### src/hw/vpa_consts.vh
`ifndef VPA_CONSTS_VH
`define VPA_CONSTS_VH

// Directly decoded I/O ports
`define VPA_PORT_MODE_SELECT 10'h3D8
`define VPA_PORT_COLOUR_SELECT 10'h3D9
`define VPA_PORT_INDEX 10'h3DA
`define VPA_PORT_DATA 10'h3DE

// Internal array indices
`define VPA_IDX_PALETTE_MASK 8'h01
`define VPA_IDX_BORDER_COLOUR 8'h02
`define VPA_IDX_MODE_CONTROL 8'h03
`define VPA_IDX_PALETTE_BASE 4'h1

// Mode control field positions
`define VPA_MC_BORDER_EN 2
`define VPA_MC_HIRES4 3
`define VPA_MC_SIXTEEN 4

// Mode select (legacy) field positions
`define VPA_MS_HI_DOT 0
`define VPA_MS_GRAPHICS 1
`define VPA_MS_VIDEO_EN 3
`define VPA_MS_640 4
`define VPA_MS_BLINK_EN 5

// Colour select (legacy) field positions
`define VPA_CS_BG_INTENSITY 4

// Geometry
`define VPA_GLYPH_DOTS 3'h7
`define VPA_BANK_BYTES 13'h1F40

// Reset values
`define VPA_RST_INDEX 8'h00
`define VPA_RST_MASK 4'h0
`define VPA_RST_BORDER 4'h0
`define VPA_RST_MODE_CTRL 5'h00
`define VPA_RST_MODE_SEL 6'h00
`define VPA_RST_COLOUR_SEL 6'h00
`define VPA_RST_PALETTE 4'h0

`endif

### src/hw/vpa_fifo.v
`timescale 1ns/100ps
module vpa_fifo #(
	parameter WIDTH = 16,
	parameter DEPTH = 16,
	parameter AW = 4
) (
	// Clock and reset
	input wire core_clk,
	input wire rst,
	// Fill side
	input wire in_valid,
	output wire in_ready,
	input wire [WIDTH-1:0] in_data,
	// Drain side
	output wire out_valid,
	input wire out_ready,
	output wire [WIDTH-1:0] out_data
);
	reg [WIDTH-1:0] mem_q [0:DEPTH-1];
	reg [AW-1:0] wr_ptr_q;
	reg [AW-1:0] rd_ptr_q;
	reg [AW:0] count_q;
	wire push;
	wire pop;

	assign in_ready = (count_q != DEPTH[AW:0]);
	assign out_valid = (count_q != {(AW+1){1'b0}});
	assign out_data = mem_q[rd_ptr_q];
	assign push = in_valid & in_ready;
	assign pop = out_valid & out_ready;

	// Storage needs no reset; count gates every read
	always @(posedge core_clk) begin
		if (push) begin
			mem_q[wr_ptr_q] <= in_data;
		end
	end

	always @(posedge core_clk) begin
		if (rst) begin
			wr_ptr_q <= {AW{1'b0}};
			rd_ptr_q <= {AW{1'b0}};
			count_q <= {(AW+1){1'b0}};
		end else begin
			if (push) begin
				wr_ptr_q <= (wr_ptr_q == DEPTH[AW-1:0] - 1'b1) ? {AW{1'b0}} : wr_ptr_q + 1'b1;
			end
			if (pop) begin
				rd_ptr_q <= (rd_ptr_q == DEPTH[AW-1:0] - 1'b1) ? {AW{1'b0}} : rd_ptr_q + 1'b1;
			end
			if (push & ~pop) begin
				count_q <= count_q + 1'b1;
			end else if (pop & ~push) begin
				count_q <= count_q - 1'b1;
			end
		end
	end
endmodule

### src/hw/vpa_array.v
`timescale 1ns/100ps
`include "vpa_consts.vh"

// How it works
// - Text cells use even byte as glyph code, odd byte as attribute.
// - Glyphs are 7x7 dots inside an 8-wide, 8 or 9 line cell.
// - Attribute: bits 3..0 foreground IRGB, 6..4 background RGB, 7 blink.
// - Graphics memory is two or four banks of 8000; top-left at 0000.
// - 640 four-colour and 320 sixteen-colour modes use four banks.
// - 640 two-colour, 320 four-colour, 160 sixteen-colour use two banks.
// - Two-colour mode: one bit per pixel, bit 7 shown first.
// - High four-colour: even byte gives bit 0, odd byte bit 1.
// - Medium sixteen-colour packs nibbles exactly like low-resolution mode.
// - Sixteen-colour: bits 7..4 first pixel, bits 3..0 second.
// - Medium four-colour: four 2-bit pixels, bits 7..6 first.
// - Host writes index port, then data goes to indexed register.
// - Legacy mode and colour select registers decode at own addresses.
// - Index 01 mask, 02 border, 03 mode control, 10-1F palette.
// - Each set mask bit forces matching palette address line to zero.
// - Border register bits: blue, green, red, intensity.
// - Mode control is 5 bits; bits 0 and 1 have no effect.
// - Mode bit 2 enables border, bit 3 high 4-colour, bit 4 16-colour.
// - Palette is sixteen 4-bit entries, blue bit 0 to intensity bit 3.
module vpa_array #(
	parameter FIFO_DEPTH = 16,
	parameter FIFO_AW = 4
) (
	// Clock and reset
	input wire core_clk,
	input wire rst,
	// Host I/O write port
	input wire io_wr,
	input wire [9:0] io_addr,
	input wire [7:0] io_wdata,
	// Video memory word stream, even byte in [7:0]
	input wire mem_valid,
	output wire mem_ready,
	input wire [15:0] mem_data,
	// Fetch address toward video memory
	output wire [1:0] fetch_bank,
	output wire [12:0] fetch_offset,
	// Timing from the CRT controller
	input wire frame_start,
	input wire line_start,
	input wire display_en,
	input wire blink_phase,
	input wire [3:0] scan_row,
	// Glyph ROM
	output wire [7:0] glyph_code,
	output wire [3:0] glyph_row,
	input wire [7:0] glyph_bits,
	// Pixel output
	output wire pix_valid,
	output wire colour_index_bit0,
	output wire colour_index_bit1,
	output wire colour_index_bit2,
	output wire colour_index_bit3,
	output wire [3:0] four_bit_colour_output
);
	localparam ST_IDLE = 3'b001;
	localparam ST_GLYPH = 3'b010;
	localparam ST_SHIFT = 3'b100;

	reg [7:0] index_q;
	reg [3:0] mask_q;
	reg [3:0] border_q;
	reg [4:0] mode_ctrl_q;
	reg [5:0] mode_sel_q;
	reg [5:0] colour_sel_q;
	wire [3:0] pal_w [0:15];
	wire data_wr;

	// Host port decode
	assign data_wr = io_wr & (io_addr == `VPA_PORT_DATA);

	always @(posedge core_clk) begin
		if (rst) begin
			index_q <= `VPA_RST_INDEX;
			mask_q <= `VPA_RST_MASK;
			border_q <= `VPA_RST_BORDER;
			mode_ctrl_q <= `VPA_RST_MODE_CTRL;
			mode_sel_q <= `VPA_RST_MODE_SEL;
			colour_sel_q <= `VPA_RST_COLOUR_SEL;
		end else if (io_wr) begin
			if (io_addr == `VPA_PORT_INDEX) begin
				index_q <= io_wdata;
			end
			if (io_addr == `VPA_PORT_MODE_SELECT) begin
				mode_sel_q <= io_wdata[5:0];
			end
			if (io_addr == `VPA_PORT_COLOUR_SELECT) begin
				colour_sel_q <= io_wdata[5:0];
			end
			if (data_wr && index_q == `VPA_IDX_PALETTE_MASK) begin
				mask_q <= io_wdata[3:0];
			end
			if (data_wr && index_q == `VPA_IDX_BORDER_COLOUR) begin
				border_q <= io_wdata[3:0];
			end
			if (data_wr && index_q == `VPA_IDX_MODE_CONTROL) begin
				mode_ctrl_q <= io_wdata[4:0];
			end
		end
	end

	// Palette entries, one register each
	genvar gi;
	generate
		for (gi = 0; gi < 16; gi = gi + 1) begin : g_pal
			reg [3:0] entry_q;
			always @(posedge core_clk) begin
				if (rst) begin
					entry_q <= `VPA_RST_PALETTE;
				end else if (data_wr && index_q == {`VPA_IDX_PALETTE_BASE, gi[3:0]}) begin
					entry_q <= io_wdata[3:0];
				end
			end
			assign pal_w[gi] = entry_q;
		end
	endgenerate

	// Mode decode; mode control bits 0 and 1 are never read
	wire graphics = mode_sel_q[`VPA_MS_GRAPHICS];
	wire sixteen = mode_ctrl_q[`VPA_MC_SIXTEEN];
	wire hires4 = mode_ctrl_q[`VPA_MC_HIRES4];
	wire two_col = graphics & ~sixteen & ~hires4 & mode_sel_q[`VPA_MS_640];
	wire blink_en = mode_sel_q[`VPA_MS_BLINK_EN];
	wire four_banks = graphics & (hires4 | (sixteen & mode_sel_q[`VPA_MS_HI_DOT]));

	// Bank interleave address generator
	reg [1:0] bank_q;
	reg [12:0] offset_q;
	reg [12:0] line_base_q;
	wire [1:0] bank_next;
	wire word_pop;

	assign bank_next = four_banks ? bank_q + 2'h1 : {1'b0, ~bank_q[0]};
	assign fetch_bank = bank_q;
	assign fetch_offset = offset_q;

	always @(posedge core_clk) begin
		if (rst || frame_start) begin
			bank_q <= 2'h0;
			offset_q <= 13'h0000;
			line_base_q <= 13'h0000;
		end else if (line_start) begin
			bank_q <= bank_next;
			// A full bank cycle moves on; otherwise the same bytes come from the next bank
			if (bank_next == 2'h0) begin
				line_base_q <= offset_q;
			end else begin
				offset_q <= line_base_q;
			end
		end else if (word_pop && graphics) begin
			offset_q <= (offset_q >= `VPA_BANK_BYTES - 13'h2) ? 13'h0000 : offset_q + 13'h2;
		end
	end

	// Word buffer between memory and pixel engine
	wire fifo_valid;
	wire [15:0] fifo_data;
	reg [2:0] state_q;

	assign word_pop = fifo_valid & (state_q == ST_IDLE);

	vpa_fifo #(
		.WIDTH(16),
		.DEPTH(FIFO_DEPTH),
		.AW(FIFO_AW)
	) u_fifo (
		.core_clk(core_clk),
		.rst(rst),
		.in_valid(mem_valid),
		.in_ready(mem_ready),
		.in_data(mem_data),
		.out_valid(fifo_valid),
		.out_ready(state_q == ST_IDLE),
		.out_data(fifo_data)
	);

	// Graphics bytes rearranged so each pixel sits at the top of the shifter
	reg [15:0] seq;
	integer k;
	always @* begin
		seq = {fifo_data[7:0], fifo_data[15:8]};
		if (hires4) begin
			for (k = 0; k < 8; k = k + 1) begin
				seq[2 * k + 1] = fifo_data[8 + k];
				seq[2 * k] = fifo_data[k];
			end
		end
	end

	// Pixel engine
	reg [15:0] shift_q;
	reg [4:0] cnt_q;
	reg [7:0] glyph_code_q;
	reg [3:0] glyph_row_q;
	reg [7:0] attr_q;
	reg text_q;
	wire [4:0] px_per_word;
	wire [15:0] glyph_masked;

	assign px_per_word = sixteen ? 5'd4 : (two_col ? 5'd16 : 5'd8);
	assign glyph_code = glyph_code_q;
	assign glyph_row = glyph_row_q;
	// Eighth dot column and rows past the seventh are always blank
	assign glyph_masked = (glyph_row_q < {1'b0, `VPA_GLYPH_DOTS}) ?
		{glyph_bits[7:1], 9'h000} : 16'h0000;

	always @(posedge core_clk) begin
		if (rst) begin
			state_q <= ST_IDLE;
			shift_q <= 16'h0000;
			cnt_q <= 5'h00;
			glyph_code_q <= 8'h00;
			glyph_row_q <= 4'h0;
			attr_q <= 8'h00;
			text_q <= 1'b0;
		end else begin
			case (state_q)
				ST_IDLE: begin
					if (fifo_valid) begin
						text_q <= ~graphics;
						if (graphics) begin
							shift_q <= seq;
							cnt_q <= px_per_word;
							state_q <= ST_SHIFT;
						end else begin
							glyph_code_q <= fifo_data[7:0];
							attr_q <= fifo_data[15:8];
							glyph_row_q <= scan_row;
							state_q <= ST_GLYPH;
						end
					end
				end
				ST_GLYPH: begin
					shift_q <= glyph_masked;
					cnt_q <= 5'd8;
					state_q <= ST_SHIFT;
				end
				ST_SHIFT: begin
					if (text_q || two_col) begin
						shift_q <= {shift_q[14:0], 1'b0};
					end else if (sixteen) begin
						shift_q <= {shift_q[11:0], 4'h0};
					end else begin
						shift_q <= {shift_q[13:0], 2'h0};
					end
					cnt_q <= cnt_q - 5'h01;
					if (cnt_q == 5'h01) begin
						state_q <= ST_IDLE;
					end
				end
				default: begin
					state_q <= ST_IDLE;
				end
			endcase
		end
	end

	// Raw palette address of the pixel now at the top of the shifter
	reg [3:0] raw_px;
	always @* begin
		if (text_q) begin
			if (shift_q[15] && !(blink_en && attr_q[7] && blink_phase)) begin
				raw_px = attr_q[3:0];
			end else if (blink_en) begin
				raw_px = {colour_sel_q[`VPA_CS_BG_INTENSITY], attr_q[6:4]};
			end else begin
				raw_px = attr_q[7:4];
			end
		end else if (sixteen) begin
			raw_px = shift_q[15:12];
		end else if (two_col) begin
			raw_px = {colour_sel_q[3:1], shift_q[15]};
		end else begin
			raw_px = {colour_sel_q[3:2], shift_q[15:14]};
		end
	end

	// Output pipeline: mask stage, then palette and border stage
	reg st1_valid_q;
	reg [3:0] st1_idx_q;
	reg st2_valid_q;
	reg [3:0] colour_q;
	wire [3:0] border_colour;

	assign border_colour = mode_ctrl_q[`VPA_MC_BORDER_EN] ? border_q : colour_sel_q[3:0];

	always @(posedge core_clk) begin
		if (rst) begin
			st1_valid_q <= 1'b0;
			st1_idx_q <= 4'h0;
			st2_valid_q <= 1'b0;
			colour_q <= 4'h0;
		end else begin
			st1_valid_q <= (state_q == ST_SHIFT);
			st1_idx_q <= raw_px & ~mask_q;
			st2_valid_q <= st1_valid_q;
			if (!mode_sel_q[`VPA_MS_VIDEO_EN]) begin
				colour_q <= 4'h0;
			end else if (st1_valid_q) begin
				colour_q <= pal_w[st1_idx_q];
			end else if (!display_en) begin
				colour_q <= border_colour;
			end else begin
				colour_q <= 4'h0;
			end
		end
	end

	assign colour_index_bit0 = st1_idx_q[0];
	assign colour_index_bit1 = st1_idx_q[1];
	assign colour_index_bit2 = st1_idx_q[2];
	assign colour_index_bit3 = st1_idx_q[3];
	assign pix_valid = st2_valid_q;
	assign four_bit_colour_output = colour_q;
endmodule

### config.mk
export PLATFORM = sky130hd
export DESIGN_NAME = vpa_array
export DESIGN_NICKNAME = d
export VERILOG_FILES = /design/src/hw/vpa_fifo.v /design/src/hw/vpa_array.v
export VERILOG_INCLUDE_DIRS = /design/src /design/src/hw
export SDC_FILE = /design/constraint.sdc
export NUM_CORES = 1
export LEC_CHECK = 0
export ABC_AREA = 1
export ABC_CLOCK_PERIOD_IN_PS = 3300
export BUFFER_PORTS_ARGS = -buffer_cell sky130_fd_sc_hd__buf_2
export CAP_MARGIN = 10
export CORE_UTILIZATION = 55
export DETAILED_ROUTE_END_ITERATION = 10
export GPL_TIMING_DRIVEN = 0
export PLACE_DENSITY = 0.72
export SETUP_SLACK_MARGIN = 0.15
export SYNTH_ARGS = -nofsm -noshare
export SYNTH_HDL_FRONTEND = slang
export SYNTH_SLANG_ARGS = --single-unit
### constraint.sdc
create_clock -name core_clk -period 3.3 [get_ports core_clk]
set_clock_uncertainty 0.05 [all_clocks]
set_input_delay 0.66 -clock core_clk [delete_from_list [all_inputs] [get_ports core_clk]]
set_output_delay 0.66 -clock core_clk [all_outputs]
set_load 0.1 [all_outputs]
==> impl_metrics.toml, run 1 <==
[timing]
worst_pin_slew_ns = 1.05
worst_slack_ns = 0.864
hold_violations = 0
layout_min_cycle_time_ns = 2.44
slew_headroom = 0.298
rsz0062_at_grt = "false"
period_share = 0.738
slew_violations = 0
setup_violations = 0
setup_tns_ns = 0
holdWs_ns = 0.290
fmax_mhz = 411

[setup_path]
end_kind = "register"
required_ns = 3.77
path_max_fanout = 10
r2r_cells = 8
cp.arrival_ns = 2.90
crit_type = "reg2reg"
startpoint_type = "register"

[status]
status = "finished clean"

[grt]
grt_usage = 0.304
grt.overflow.total = 0
grt_pass1_vias = 16013
use_met1 = 0.404
grt.busiest_layer = "met2"
grt_use_met3 = 0.0529
grt_pass1_wl_um = 88300
antenna_found_initial = 2
grt_max_degree = 17
use_met2 = 0.487

[hold_path]
hold_path.class = "in2reg"
hold_path_depth = 3

[job]
max_cap_violations = 0

[drt]
wirelength_um = 57200
via_per_inst = 5.65
postRouteAntennaNets = 0
dr.pass1.iters = 9
drtIter0Drc = 1704
wl_per_cell_um = 19.0
num_vias = 16971
drc = 0

[synth]
synth_area_leaders = "edfxtp_1 38%, dfxtp_1 19%, nand2_1 10%, nand3_1 6.3%, inv_1 5.9%"
seq_area_frac_synth = 0.567
avgSynthCellArea_sq_um = 8.65
ys.warnings.count = 0
yosysUniqueCellTypes = 44
synth_top_area_share = 0.377
synth_seq_cells = 449
synth_nets = 2422
synthCells = 2355
netlist_area_sq_um = 20400
synth_top_area_cell = "edfxtp_1"

[placed_design]
gp_congestion = 0.947
place.port_buffers = 88
placed_area_sq_um = 21600
place_ws_ns = 0.432
dpl.hpwl_um = 39700

[finish]
layout.nets = 2569
drive_gt1_frac = 0.124
area_growth_pct = 13.7
fin_area_sq_um = 23200
multiInputGateArea_sq_um = 7020
final-seq-area_sq_um = 11600
diodes = 0
fillers = 3028

[clock_network]
cts_buffers = 47
cts_tree = "done"
ctsResizeCount = 0
cts_buffer_depth = 3
htreeDepth = 2
clock-sinks = 449
ctsHoldBuffers = 0
cts_setup_buffers = 0
clock_latency_ns = 0.60
cts_root_buf = "clkbuf_16"
clk_pin_slew_ns = 0.06

[floorplanning]
core-area_sq_um = 36500
io_pins = 91
die_y_um = 194
start_util = 0.558
die_w_um = 194
rows = 70
dieArea_sq_um = 37800

[pwr]
power_density_nw_per_um2 = 751
total_power_mw = 17.4
irDropWorstVdd_mv = 0.694
p_leak_nw = 9.39
state kept, by name, summed over array words and instances (netlist names), 5 cells and up, named ones only:
signal / cells
mode_sel_q: 5
cnt_q: 5
shift_q: 16
fetch_offset: 13
glyph_code: 8
attr_q: 8
index_q: 8
u_fifo.count_q: 5
u_fifo.mem_q: 256
colour_sel_q: 5
g_pal.entry_q: 64
line_base_q: 13
critical path, cell delays in order (launching register included):
cell     delay (ns)
dfxtp_1        0.34
inv_2          0.24
buf_1          0.62
nand3_1        0.16
nand3_1        0.11
nand3_1        0.27
nand3_1        0.18
nand3_1        0.19
a21oi_1        0.17
cell usage after synthesis:
library cell / n
nor3_1: 9
inv_2: 10
ha_1: 12
buf_2: 48
o21a_1: 2
a21oi_2: 9
inv_6: 1
nand2_1: 544
buf_12: 1
nor2_4: 2
a311oi_1: 1
o211ai_1: 5
xor2_1: 6
nor3_4: 1
a211oi_1: 9
nor2_1: 114
xnor2_1: 4
o211ai_2: 6
o221ai_1: 2
nand3_1: 257
nand3b_1: 1
inv_1: 322
or2_2: 2
nand2_2: 8
nor3_2: 1
o21ai_0: 174
buf_1: 12
buf_6: 9
inv_4: 2
nand2_4: 5
clkbuf_1: 42
dfxtp_1: 193
nor2_8: 1
nand4_1: 13
clkbuf_2: 1
o21ai_1: 41
buf_4: 6
nand4_4: 6
a21oi_1: 203
fa_1: 1
nor2_2: 4
a31oi_1: 8
edfxtp_1: 256
nor4_1: 1
final timing paths:
check / end / start / slack [ns]
worst max register to register: shift_q[10] / register / 0.86
worst min-delay path: index_q[6] / io_wdata[6] / 0.29
worst max-delay path: shift_q[10] / register / 0.86
worst min register to register: st1_idx_q[3] / mask_q[3] / 0.39
layout make-up:
type | count | share of cell area
flip-flops and latches | 449 | 0.499
multi-input cells | 1452 | 0.303
clock buffers | 62 | 0.0572
inverters | 335 | 0.0550
plain buffers | 119 | 0.0265
repair buffers | 98 | 0.0253
well taps | 468 | 0.0253
clock inverters | 23 | 0.00875
layer usage:
layer	vias up	routed length (um)
li1	8089	-
met1	7940	23400
met2	775	26500
met3	167	4950
met4	0	2450
met5	-	0
cells in the final DEF (no fill, tap or decap), types with 10 or more instances in the layout:
master,n
nand2_1,543
inv_1,320
nand3_1,257
edfxtp_1,256
a21oi_1,202
dfxtp_1,193
o21ai_0,173
buf_2,136
nor2_1,98
clkbuf_1,50
clkbuf_16,49
o21ai_1,42
nor2_2,20
nand4_1,13
buf_1,12
inv_2,10
buf_6,10
a21oi_2,10
ha_1,10
through the flow:
step | util | instances
2_1_floorplan | - | 2355
3_3_place_gp | 0.587 | 2911
3_5_place_dp | 0.592 | 2921
4_1_cts | 0.634 | 3006
5_1_grt | 0.634 | 3006
6_report | 0.634 | 3006
cell families after synthesis:
logic type                 Yosys count  synth area share
AOI/OAI and AO/OA                  460             0.120
xor gates and xnor gates            10           0.00430
DFF                                449             0.567
and+or+nand+nor                    969             0.208
adders and majority gates           13           0.00835
buffers and inverters              454            0.0924
power breakdown:
group / switching (mW) / internal, mW / total (mW)
sequential: 0.249 / 6.26 / 6.51
combinational: 3.99 / 1.59 / 5.58
clock: 2.24 / 3.06 / 5.29
No activity file was read; power rests on OpenSTA's default activity.
==> run 2: changes to the inputs <==
--- a/config.mk
+++ b/config.mk
@@ -7,7 +7,7 @@
 export NUM_CORES = 1
 export LEC_CHECK = 0
 export ABC_AREA = 1
-export ABC_CLOCK_PERIOD_IN_PS = 3300
+export ABC_CLOCK_PERIOD_IN_PS = 2300
 export BUFFER_PORTS_ARGS = -buffer_cell sky130_fd_sc_hd__buf_2
 export CAP_MARGIN = 10
 export CORE_UTILIZATION = 55
==> constraint.sdc (replaced) <==
create_clock -name core_clk -period 2.3 [get_ports core_clk]
set_clock_uncertainty 0.05 [all_clocks]
set_input_delay 0.46 -clock core_clk [delete_from_list [all_inputs] [get_ports core_clk]]
set_output_delay 0.46 -clock core_clk [all_outputs]
set_load 0.1 [all_outputs]
==> impl_metrics.toml, run 2 (same netlist as run 1, synthesis figures left out) <==
[timing]
slew_violations = 0
holdWs_ns = 0.0759
worst_slack_ns = 0.173
setup_violations = 0
fmax_mhz = 470
period_share = 0.925
hold_violations = 0
layout_min_cycle_time_ns = 2.13
rsz0062_at_grt = "true"
worst_pin_slew_ns = 0.751
slew_headroom = 0.500

[drt]
wirelength_um = 56600
dr.pass1.iters = 5
postRouteAntennaNets = 0
drtIter0Drc = 1485
drc = 0
num_vias = 16826
via_per_inst = 5.60
wl_per_cell_um = 18.9

[clock_network]
cts_root_buf = "clkbuf_16"
cts_buffers = 47
clock_latency_ns = 0.60
cts_buffer_depth = 3
cts_tree = "done"
clock-sinks = 449
htreeDepth = 2
clk_pin_slew_ns = 0.06

[setup_path]
end_kind = "register"
path_max_fanout = 16
cp-startpoint = "u_fifo.count_q[1]"
cp.arrival_ns = 2.29
required_ns = 2.46
startpoint_type = "register"
r2r-start = "u_fifo.count_q[1]"
crit_type = "reg2reg"

[placed_design]
place_inst = 2912
place_ws_ns = -0.374
place.port_buffers = 88
gp_congestion = 0.952
dpl.hpwl_um = 39000

[finish]
diodes = 0
largestRegisters = "u_fifo.mem_q x256, g_pal.entry_q x64, shift_q x16"
layout.nets = 2566
multiInputGateArea_sq_um = 7140
drive_gt1_frac = 0.132
final_cell_mix = "543 x nand2_1, 319 x inv_1, 256 x edfxtp_1"
largest_reg_flops = 256
finalNonFillerCells = 3003
layout_commonest_cell = "nand2_1"
fin_util = 0.635
area_growth_pct = 13.9
final-seq-area_sq_um = 11600
fillers = 3032
largest_register = "u_fifo.mem_q"

[floorplanning]
rows = 70
dieArea_sq_um = 37800
core-area_sq_um = 36500
die_w_um = 194
io_pins = 91
start_util = 0.558
die_y_um = 194

[pwr]
p_leak_nw = 9.38
total_power_mw = 24.9
power_density_nw_per_um2 = 1070
irDropWorstVdd_mv = 0.761

[status]
status = "finished clean"

[grt]
grt.overflow.total = 0
grt_pass1_wl_um = 87500
antenna_found_initial = 1
grt_pass1_vias = 15883
grt_usage = 0.300
grt_max_degree = 17

[hold_path]
hold_path.class = "in2reg"
min-delay-start = "io_wdata[7]"

[job]
max_cap_violations = 0
-- run 2: cell count changes in the layout (fill, tap and decap cells not counted), moves of 8 or more --
cell | previous run | this run
clkbuf_4 | 0 | 8
buf_8 | 9 | 1
dfxtp_1 | 193 | 184
nor2_4 | 2 | 18
nand3_2 | 0 | 8
nor2_2 | 20 | 5
dfxtp_2 | 0 | 8
nand3_1 | 257 | 249
-- run 2: path summary, 6_finish.rpt --
check | to | slack, ns | depth (start not counted)
min reg2reg | st1_idx_q[3] | 0.38 | 1
max | u_fifo.mem_q[1][0] | 0.17 | 7
max reg2reg | u_fifo.mem_q[1][0] | 0.17 | 7
min | index_q[7] | 0.08 | 3
-- run 2: metal layers --
metal	vias up	track usage	wire length [um]
met5	-	0	0
met4	0	0.125	2010
met3	132	0.0410	4250
met2	683	0.480	26000
met1	7942	0.412	24400
li1	8069	-	-
-- run 2: where the power goes --
part           switching, mW  total, mW  leakage (nW)  internal [mW]
logic                   5.84       8.24          4.77           2.39
clock network           3.16       7.34         0.724           4.18
registers              0.360       9.36          3.88           9.00
-- run 2: worst max-delay path, cell delays in order, from the launching register on --
cell,delay [ns]
dfxtp_2,0.35
inv_2,0.06
nand4_1,0.15
nand2_4,0.09
inv_6,0.06
buf_4,0.14
nand2_1,0.26
nor2_4,0.59
-- run 2: what timing repair did --
item                                    4_1_cts  5_1_grt
endpoints found under the hold margin         0        0
hold buffers                                  0        0
gates cloned                                  0        0
buffers inserted                              2        4
endpoints found under the setup margin      138       86
resized for setup                            12       29
pin swaps                                     3        5
-- run 2: metrics by stage --
stage               setup TNS (ns)  cell area, sq um
floorplan                   -92.03             20500
global placement            -14.13             21500
detailed placement          -17.96             21500
CTS                         -0.144             23100
global route              -0.00166             23200
finish                           0             23200
-- run 2: cell type report --
| type | count | area share |
|---|---|---|
| Tap cell | 468 | 0.0252 |
| Clock buffer | 66 | 0.0559 |
| Buffer | 119 | 0.0281 |
| Inverter | 335 | 0.0550 |
| Timing Repair Buffer | 95 | 0.0216 |
| Sequential cell | 449 | 0.498 |
| Clock inverter | 19 | 0.00782 |
| Multi-Input combinational cell | 1452 | 0.308 |
==> run 3: changes to the inputs <==
--- a/config.mk
+++ b/config.mk
@@ -10,6 +10,7 @@
 export ABC_CLOCK_PERIOD_IN_PS = 2300
 export BUFFER_PORTS_ARGS = -buffer_cell sky130_fd_sc_hd__buf_2
 export CAP_MARGIN = 10
+export CORE_ASPECT_RATIO = 0.75
 export CORE_UTILIZATION = 55
 export DETAILED_ROUTE_END_ITERATION = 10
 export GPL_TIMING_DRIVEN = 0
==> impl_metrics.toml, run 3 (same netlist as run 1, synthesis figures left out) <==
[placed_design]
place.port_buffers = 88
place_inst = 2940
placed_area_sq_um = 21600
gp_congestion = 0.977
dpl.hpwl_um = 42200

[finish]
finalNonFillerCells = 3049
final_cell_mix = "541 x nand2_1, 319 x inv_1, 256 x edfxtp_1"
fillers = 2983
largest_reg_flops = 256
final-seq-area_sq_um = 11600
diodes = 0
fin_area_sq_um = 23600
largest_register = "u_fifo.mem_q"
layout_commonest_cell = "nand2_1"
layout.nets = 2586
fin_util = 0.652
largestRegisters = "u_fifo.mem_q x256, g_pal.entry_q x64, shift_q x16"
area_growth_pct = 15.7
drive_gt1_frac = 0.142
multiInputGateArea_sq_um = 7120

[timing]
hold_violations = 0
slew_violations = 0
rsz0062_at_grt = "true"
fmax_mhz = 471
setup_violations = 0
period_share = 0.924
holdWs_ns = 0.0935
slew_headroom = 0.477
worst_pin_slew_ns = 0.784
layout_min_cycle_time_ns = 2.12

[grt]
grt_usage = 0.318
antenna_found_initial = 0
grt_max_degree = 17
grt_pass1_vias = 15743
grt_pass1_wl_um = 90800
grt.overflow.total = 0

[setup_path]
r2r_cells = 15
path_max_fanout = 3
startpoint_type = "register"
cp.arrival_ns = 2.58
crit_type = "reg2reg"
end_kind = "register"
required_ns = 2.76

[clock_network]
cts_root_buf = "clkbuf_16"
clk_pin_slew_ns = 0.06
cts_buffers = 44
clock-sinks = 449
clock_latency_ns = 0.59
htreeDepth = 2
cts_buffer_depth = 3
cts_tree = "done"

[floorplanning]
core-area_sq_um = 36200
die_w_um = 224
rows = 60
start_util = 0.563
dieArea_sq_um = 37800
io_pins = 91
die_y_um = 169

[drt]
postRouteAntennaNets = 0
num_vias = 17241
drtIter0Drc = 2231
dr.pass1.iters = 5
via_per_inst = 5.65
drc = 0
wl_per_cell_um = 19.7
wirelength_um = 60200

[pwr]
power_density_nw_per_um2 = 1070
p_leak_nw = 9.54
irDropWorstVdd_mv = 1.12

[job]
max_cap_violations = 0

[status]
status = "finished clean"

[hold_path]
hold_path.class = "in2reg"
hold_path_depth = 3
-- run 3: cell types whose count changed in the layout (fill, tap and decap cells not counted), sizes merged --
cell           delta
inv               -2
buf              +14
clkinvlp          +2
clkdlybuf4s15     -1
bufinv            +2
clkinv            +3
-- run 3: cell type report --
type                            count  area share
Buffer                            119      0.0281
Clock buffer                       56      0.0516
Clock inverter                     24      0.0108
Inverter                          335      0.0541
Multi-Input combinational cell   1452       0.302
Sequential cell                   449       0.490
Tap cell                          496      0.0263
Timing Repair Buffer              118      0.0368
-- run 3: final timing paths --
check,from,slack (ns),end
worst max-delay path,u_fifo.count_q[3],0.18,u_fifo.count_q[4]
worst min-delay path,io_wdata[7],0.09,index_q[7]
worst max register to register,u_fifo.count_q[3],0.18,u_fifo.count_q[4]
worst min register to register,g_pal[8].entry_q[1],0.39,g_pal[8].entry_q[1]
-- run 3: timing repair --
item,4_1_cts,5_1_grt
setup buffers,12,17
hold buffers,0,0
resized for setup,10,38
pin swaps,9,13
endpoints found under the setup margin,121,150
-- run 3: power by group --
part,leakage (nW),internal [mW],switching [mW]
clock network,0.719,4.21,3.23
logic,4.94,2.52,5.89
registers,3.88,8.99,0.395
total,9.54,15.7,9.51
-- run 3: through the flow --
| step | power, mW | setup slack, ns | setup TNS [ns] |
|---|---|---|---|
| floorplan | 15.0 | -0.825 | -92.03 |
| global placement | 17.2 | -0.402 | -26.53 |
| detailed placement | 17.4 | -0.432 | -30.67 |
| CTS | 24.8 | 0.144 | 0 |
| global route | 26.3 | 0.0244 | 0 |
| finish | 25.2 | 0.175 | 0 |
-- run 3: critical path, cell delays in order (launching register included) --
cell,delay [ns]
dfxtp_2,0.32
nor2_2,0.11
nand4_1,0.20
nand2_2,0.16
clkinv_4,0.08
ha_4,0.18
fa_2,0.35
inv_1,0.08
nand2_2,0.06
nand2_2,0.06
a21oi_2,0.05
nor2_1,0.08
nor2_1,0.04
nand2_1,0.07
o21ai_1,0.06
a21oi_1,0.12
-- run 3: metal layers --
layer | GRT usage | up-vias | wire length, um
met5 | 0.0168 | - | 0
met4 | 0.0967 | 0 | 1610
met3 | 0.0917 | 124 | 7710
met2 | 0.439 | 956 | 24800
met1 | 0.477 | 8047 | 26100
li1 | - | 8114 | -
